**config.mk**
```make
export PLATFORM = sky130hd
export DESIGN_NAME = ris_irq_status
export DESIGN_NICKNAME = d
export VERILOG_FILES = /design/src/ris_pkg.sv /design/src/ris_irq_status.sv
export SDC_FILE = /design/constraint.sdc
export NUM_CORES = 1
export LEC_CHECK = 0
export ABC_AREA = 1
export ABC_CLOCK_PERIOD_IN_PS = 3900
export BUFFER_PORTS_ARGS = -buffer_cell sky130_fd_sc_hd__buf_2
export CAP_MARGIN = 30
export CORE_ASPECT_RATIO = 1.75
export CORE_MARGIN = 5
export CORE_UTILIZATION = 40
export CTS_BUF_LIST = sky130_fd_sc_hd__clkbuf_4
export DETAILED_ROUTE_END_ITERATION = 8
export PLACE_DENSITY = 0.7
export RECOVER_POWER = 50
export SYNTH_ARGS = -nofsm -noshare
export SYNTH_HDL_FRONTEND = slang
export SYNTH_SLANG_ARGS = --single-unit
```
**constraint.sdc**
```tcl
create_clock -name mclk_i -period 3.9 [get_ports mclk_i]
set_input_delay 1.17 -clock mclk_i [delete_from_list [all_inputs] [get_ports mclk_i]]
set_output_delay 1.17 -clock mclk_i [all_outputs]
set_load 0.05 [all_outputs]
```
**src/ris_pkg.sv**
```systemverilog
// Package of constants and carriers for the RFID interrupt status logic
package ris_pkg;
    localparam logic [7:0] STATUS_ADDR = 8'h0c;
    localparam logic [7:0] STATUS_RESET = 8'h00;
    localparam logic [5:0] MASK_RESET = 6'h3e;
    localparam logic [7:0] RD_DATA_RESET = 8'h00;
    localparam logic [7:0] UNMAPPED_DATA = 8'h00;
    localparam logic IRQ_RESET = 1'b0;
    localparam logic DECODER_EN_RESET = 1'b1;
    localparam int TX_BIT = 7;
    localparam int SRX_BIT = 6;
    localparam int FIFO_BIT = 5;
    localparam int CRC_BIT = 4;
    localparam int PAR_BIT = 3;
    localparam int FRM_BIT = 2;
    localparam int COL_BIT = 1;
    localparam int NRSP_BIT = 0;
    localparam int MASK_FIFO = 5;
    localparam int MASK_CRC = 4;
    localparam int MASK_PAR = 3;
    localparam int MASK_FRM = 2;
    localparam int MASK_COL = 1;
    localparam int MASK_NRSP = 0;

    // Events from the framing core, all one-cycle pulses on mclk_i
    typedef struct packed {
        logic tx_start;
        logic tx_end;
        logic rx_sof;
        logic rx_end;
        logic fifo_level;
        logic crc_fault;
        logic parity_fault;
        logic framing_fault;
        logic collision;
        logic no_response;
    } ris_event_s;

    typedef enum logic [2:0] {
        PH_IDLE = 3'b001,
        PH_TX = 3'b010,
        PH_RX = 3'b100
    } ris_phase_e;
endpackage

```
**src/ris_irq_status.sv**
```systemverilog
// Interrupt status register and interrupt line of the reader framing core
// Operation
// Set transmit bit at transmit start; raise interrupt only after transmit ends.
// Set receive-start bit on start-of-frame; raise interrupt when reception ends.
// Set FIFO bit when fill level crosses programmed high or low threshold.
// Flag receive CRC error only while receive CRC check is enabled.
// Set parity fault bit on parity error in type A frames.
// Set framing fault bit on byte framing or end-of-frame error.
// Set collision bit on collision reported by the subcarrier counter.
// In vicinity mode set no-response bit when reply wait time expires.
// Host read of status register clears all bits and interrupt line.
// Decoder off while transmitting; only FIFO and transmit bits change.
// While receiving only receive-start bit changes, plus fault bits in the cycle that ends reception; no immediate interrupt.
// Interrupt raised at end of each transmit and receive phase.
// Error, FIFO and no-response interrupts gated by mask enables with reset values.
// Interrupt stays high until host completes a status read.
`timescale 1ns/100ps
`default_nettype none
module ris_irq_status
    import ris_pkg::*;
(
    input wire logic mclk_i,
    input wire logic rst_i,
    input wire ris_event_s event_i,
    input wire logic rx_crc_off_i,
    input wire logic vicinity_mode_i,
    input wire logic [5:0] irq_enable_i,
    input wire logic rd_strobe_i,
    input wire logic rd_done_i,
    input wire logic [7:0] rd_addr_i,
    output logic [7:0] rd_data_o,
    output logic irq_o,
    output logic decoder_en_o
);
    ris_phase_e phase;
    ris_phase_e next_phase;
    logic decoder_en;
    logic next_decoder_en;
    logic [7:0] status;
    logic [7:0] next_status;
    logic irq;
    logic next_irq;
    logic [7:0] rd_data;
    logic [7:0] next_rd_data;
    logic err_window;
    logic [7:0] set_bits;
    logic [5:0] src_hit;
    logic raise;
    logic rd_hit;
    logic clear;

    always_comb begin
        next_phase = phase;
        case (phase)
            PH_IDLE: begin
                if (event_i.tx_start) begin
                    next_phase = PH_TX;
                end else if (event_i.rx_sof) begin
                    next_phase = PH_RX;
                end
            end
            PH_TX: begin
                if (event_i.tx_end) begin
                    next_phase = PH_IDLE;
                end
            end
            PH_RX: begin
                if (event_i.rx_end) begin
                    next_phase = PH_IDLE;
                end
            end
            default: begin
                next_phase = PH_IDLE;
            end
        endcase
        // Decoder stays off through transmit so own carrier is not decoded
        next_decoder_en = (next_phase != PH_TX);
    end

    // Phase group: transfer phase and decoder enable
    always_ff @(posedge mclk_i or posedge rst_i) begin
        if (rst_i) begin
            phase <= PH_IDLE;
            decoder_en <= DECODER_EN_RESET;
        end else begin
            phase <= next_phase;
            decoder_en <= next_decoder_en;
        end
    end

    // Reception faults arrive with end-of-frame, so they are taken while idle
    // and in the cycle that closes reception; inside a frame they are refused
    always_comb begin
        err_window = 1'b0;
        case (phase)
            PH_IDLE: begin
                err_window = 1'b1;
            end
            PH_RX: begin
                err_window = event_i.rx_end;
            end
            default: begin
                err_window = 1'b0;
            end
        endcase
    end

    always_comb begin
        set_bits = 8'h00;
        case (phase)
            PH_IDLE: begin
                set_bits[TX_BIT] = event_i.tx_start;
                // Transmit start wins if both phases start in one cycle
                set_bits[SRX_BIT] = event_i.rx_sof && !event_i.tx_start;
                set_bits[FIFO_BIT] = event_i.fifo_level;
            end
            PH_TX: begin
                // Decoder is off: only the FIFO and transmit bits may move
                set_bits[TX_BIT] = 1'b1;
                set_bits[FIFO_BIT] = event_i.fifo_level;
            end
            PH_RX: begin
                set_bits[SRX_BIT] = 1'b1;
            end
            default: begin
                set_bits = 8'h00;
            end
        endcase
        if (err_window) begin
            set_bits[CRC_BIT] = event_i.crc_fault && !rx_crc_off_i;
            set_bits[PAR_BIT] = event_i.parity_fault;
            set_bits[FRM_BIT] = event_i.framing_fault;
            set_bits[COL_BIT] = event_i.collision;
            // No-response only counts in vicinity mode
            set_bits[NRSP_BIT] = event_i.no_response && vicinity_mode_i;
        end
    end

    // Transmit and receive-start bits are never masked; the other sources are
    always_comb begin
        src_hit[MASK_FIFO] = set_bits[FIFO_BIT] && irq_enable_i[MASK_FIFO];
        src_hit[MASK_CRC] = set_bits[CRC_BIT] && irq_enable_i[MASK_CRC];
        src_hit[MASK_PAR] = set_bits[PAR_BIT] && irq_enable_i[MASK_PAR];
        src_hit[MASK_FRM] = set_bits[FRM_BIT] && irq_enable_i[MASK_FRM];
        src_hit[MASK_COL] = set_bits[COL_BIT] && irq_enable_i[MASK_COL];
        src_hit[MASK_NRSP] = set_bits[NRSP_BIT] && irq_enable_i[MASK_NRSP];
        raise = 1'b0;
        case (phase)
            PH_IDLE: begin
                raise = |src_hit;
            end
            PH_TX: begin
                // A FIFO level interrupt cannot wait for the end of transmit
                raise = event_i.tx_end || src_hit[MASK_FIFO];
            end
            PH_RX: begin
                // Receive start stays silent until reception ends
                raise = event_i.rx_end;
            end
            default: begin
                raise = 1'b0;
            end
        endcase
    end

    // Strobe and done may share one cycle; the strobe then sees pre-clear status
    assign rd_hit = (rd_addr_i == STATUS_ADDR);
    assign clear = rd_done_i && rd_hit;

    // Status group: set wins so an event in the last read cycle is not lost
    always_comb begin
        next_status = status | set_bits;
        if (clear) begin
            next_status = set_bits;
        end
    end

    always_ff @(posedge mclk_i or posedge rst_i) begin
        if (rst_i) begin
            status <= STATUS_RESET;
        end else begin
            status <= next_status;
        end
    end

    // Interrupt group: a level that only a status read takes down
    always_comb begin
        next_irq = irq;
        if (clear) begin
            next_irq = 1'b0;
        end
        if (raise) begin
            next_irq = 1'b1;
        end
    end

    always_ff @(posedge mclk_i or posedge rst_i) begin
        if (rst_i) begin
            irq <= IRQ_RESET;
        end else begin
            irq <= next_irq;
        end
    end

    // Read group: data captured at the strobe and held until the next one
    always_comb begin
        next_rd_data = rd_data;
        if (rd_strobe_i) begin
            if (rd_hit) begin
                next_rd_data = status;
            end else begin
                next_rd_data = UNMAPPED_DATA;
            end
        end
    end

    always_ff @(posedge mclk_i or posedge rst_i) begin
        if (rst_i) begin
            rd_data <= RD_DATA_RESET;
        end else begin
            rd_data <= next_rd_data;
        end
    end

    assign rd_data_o = rd_data;
    assign irq_o = irq;
    assign decoder_en_o = decoder_en;
endmodule
`default_nettype wire

```
Word level (Yosys, flattened, before mapping):

Index checks and enable logic that the tools add are counted.

* register bits after elaboration: 21
* bits of input ports: 30
* logic and storage cells: 42

* reduce and logical (&&, ||, !) cells: 16
* mux-type cells: 15
* eq/ne operators: 5
* bitwise gates (word level): 1

Operator list (count)
* $mux 8: 2
* $mux 3: 4
* $logic_and 1x1->1: 10
* $pmux 3 s3: 1
* $eq 8x4->1 const B: 1
* $or 8x8->8: 1
* $pmux 1 s2: 3
* $reduce_or 6->1: 1
* $mux 5: 1
* $eq 3x1->1 const B: 1
* $eq 3x2->1 const B: 1
* $eq 3x3->1 const B: 1
* $mux 1: 3
* $ne 3x2->1 const B: 1
* $pmux 1 s3: 1
* $logic_not 1->1: 2
* $reduce_bool 2->1: 1
* $reduce_or 2->1: 1
* $logic_or 1x1->1: 1

Longest topological paths before layout:

* word-level depth: 7
* depth in mapped cells: 9
* mapped depth without buffers: 9

Worst setup path before layout:

OpenSTA, ideal clock, no wires.

* path kind: in2reg
* from: input rd_addr_i[5]
* to: register status[7]
* data arrival time: 1.815 ns
* path slack: 1.954 ns
* stages: 4
* cells stage by stage: nor4_2 > nand3_1 > inv_1 > o211ai_1

* longest elaborated chain between the ends: 3

RTL lines
* from (decl): RTL line ris_irq_status.sv:30 `input wire logic [7:0] rd_addr_i,`
* $eq 8x4->1: RTL line ris_irq_status.sv:167 `assign rd_hit = (rd_addr_i == STATUS_ADDR);`
* $logic_and 1x1->1: RTL line ris_irq_status.sv:168 `assign clear = rd_done_i && rd_hit;`
* $mux 8: RTL line ris_irq_status.sv:173 `if (clear) begin`
* net next_status[7]: RTL line ris_irq_status.sv:40 `logic [7:0] next_status;`
* to (signal assigned): RTL line ris_irq_status.sv:182 `status <= next_status;`
* to (decl): RTL line ris_irq_status.sv:39 `logic [7:0] status;`

The timed path passes the listed nets, and every way through them passes these cells.
A chain may end at the register's enable or synchronous reset.

Worst setup path in the final report:

* from: register decoder_en (netlist: decoder_en_o)
* to: output decoder_en_o

RTL lines
* from (decl): RTL line ris_irq_status.sv:37 `logic decoder_en;`
* from (signal assigned): RTL line ris_irq_status.sv:87 `decoder_en <= next_decoder_en;`
* to (decl): RTL line ris_irq_status.sv:33 `output logic decoder_en_o`

No word-level cell between the ends.

==> flow_metrics.tcl <==
set metrics [dict create \
    synth_edf_count 0 \
    syn_area_per_cell_um2 8.80 \
    synth_cells 115 \
    relSlewSlack 0.498 \
    rows 24 \
    fmax_mhz 447 \
    ios 40 \
    post-cts-setup-buffers 0 \
    cts_root_buffer "clkbuf_4" \
    yosys_warnings 0 \
    vias_per_cell 4.75 \
    leakage_nw 0.711 \
    synth_area_um2 1010 \
    die_y_um 76.5 \
    skew_ns 0.00823 \
    cts_buffers 3 \
    cp_max_fo 1 \
    finalCritPeriodShare 0.573 \
    crit_family "flip-flops" \
    drc 0 \
    synth_most_common_cell "nand2_1" \
    fin_area_um2 1250 \
    final_util 0.509 \
    path_buf_inv 1 \
    critPathKind "reg2out" \
    core_um2 2460 \
    grt_pass1_vias 871 \
    dieArea_um2 3680 \
    yosys.area.top_type "dfrtp_1" \
    drive_gt1_frac 0.350 \
    wl_per_cell_um 11.3 \
    routed_wl_mm 2.06 \
    setup_tns_ns 0 \
    clk_path_buf_depth 2 \
    cp_slowest_stage_delay_ns 0.52 \
    async_flop_share 1.00 \
    synthTopCellsByArea "dfrtp_1 47%, nand2_1 8.9%, inv_1 7.8%" \
    place_ws_ns 1.73 \
    first_iter_violations 28 \
    route.vias.total 869 \
    hp-class "reg2reg" \
    grt_pass1_wl_mm 3.60 \
    synth_fp_nets 145 \
    clk_latency_ns 0.30 \
    drv_slew 0 \
    fp.dieW_um 48.0 \
    synth_cell_types 22 \
    synth_top_area_frac 0.470 \
    synth_ff_type "dfrtp_1" \
    gp_congestion 0.747 \
    slowest_stage "dfstp_2" \
    grt_max_degree 22 \
    final_hold_viol_count 0 \
    worstSetupStartpointType "register" \
    postRouteAntennaNets 0 \
    grt_antenna_before_repair 0 \
    dp_hpwl_mm 1.71 \
    fin_nets 188 \
    syn2layout_area_growth_pct 23.7 \
    ctsHtreeMaxLevel 1 \
    layout.area.seq_um2 528 \
    drt_pass1_iterations 5 \
    cts_resized 0 \
    outcome "finished, final reports clean" \
    synth-seq-cells 21 \
    multi_input_area_um2 383 \
    end_kind "primary output" \
    cts_hold_buf 0 \
    clk_pin_slew_worst_paths_ns 0.12 \
    powerDensity_nw_per_um2 459 \
    start_util 0.411 \
    cts_tree "built" \
    worst_pin_slew_ns 0.753 \
    drv_cap 0 \
    setup_viol 0 \
    grt-ovfl-total 0 \
    grt_usage 0.131 \
    port_buffers 39 \
    ys_seq_area_frac 0.522 \
    n_fill_cell 253 \
    clkSinkCount 21 \
    arrival_ns 1.07 \
    max-vdd-ir-drop_uv 292 \
    dpl_cell_area_um2 1240 \
    fin_crit_ns 2.24 \
    rsz0062_at_grt "false" \
    setup_ws_ns 1.66 \
    crit_path_cell_trace "buf_2" \
    n_antenna_cell 0 \
    yosys-top-cells-count "24 x nand2_1, 21 x inv_1, 19 x dfrtp_1" \
    critPathRequiredTime_ns 2.73 \
]
[flip-flops by register name, indices dropped and copies added, names as in the netlist]
| signal | flops |
|---|---|
| status | 8 |
| irq_o | 1 |
| phase | 3 |
| decoder_en_o | 1 |
| rd_data_o | 8 |
[through the flow]
step	total power, W	cells	hold slack (ns)
global route	0.000626	183	0.532
CTS	0.000587	183	0.501
floorplan	0.000432	115	0.442
detailed placement	0.000483	179	0.473
global placement	0.000479	179	0.460
finish	0.000575	183	0.491
[where the power goes]
| part | internal, W | switching [W] |
|---|---|---|
| registers | 0.000246 | 0.0000218 |
| clock network | 0.0000382 | 0.0000635 |
| logic | 0.0000734 | 0.000133 |
[final cells by class]
class,count,share of cell area
clock buffer,3,0.0180
clock inverter,1,0.00400
multi-input combinational,70,0.306
sequential,21,0.422
timing repair buffer,39,0.156
inverter,23,0.0689
tap,26,0.0260
[worst min-delay path, cell delays in order (launching register included)]
cell     delay [ns]
dfrtp_1        0.36
nand2_1        0.05
o31ai_1        0.05
[metal layers]
layer	share of wire	up-vias	GRT usage
li1	-	450	-
met1	0.38	395	0.156
met2	0.55	22	0.215
met3	0.063	2	0.0236
met4	0.0078	0	0.0566
met5	0	-	0
[logic make-up (layout without fill, tap and decap cells)]
family | Yosys count | after routing | share of synthesized area
AOI/OAI and AO/OA | 21 | 21 | 0.131
and+or+nand+nor | 49 | 49 | 0.258
DFF | 21 | 21 | 0.522
buffers and inverters | 24 | 66 | 0.0890
[path summary, 6_finish.rpt]
check / from / end / slack, ns / cells after the start
setup / recovery: decoder_en_o / decoder_en_o / 1.66 / 1
hold reg to reg: rd_data_o[2] / rd_data_o[2] / 0.49 / 2
setup reg to reg: phase[0] / irq_o / 2.51 / 9
min in group asynchronous: rst_i / status[5] / 0.98 / 2
max in group asynchronous: rst_i / rd_data_o[4] / 2.45 / 2
hold / removal: rd_data_o[2] / rd_data_o[2] / 0.49 / 2
[cell usage in the layout, fill, tap and decap left out, types with 2 or more instances in the layout]
master	count
dfrtp_1	19
nand3_1	6
o21ai_0	10
nor2_1	8
nand2_1	24
inv_1	21
dfstp_2	2
o31ai_1	7
buf_2	39
clkbuf_4	3
nor3_1	2
inv_2	2
nand2_2	3
No activity file was read; power rests on OpenSTA's default activity.
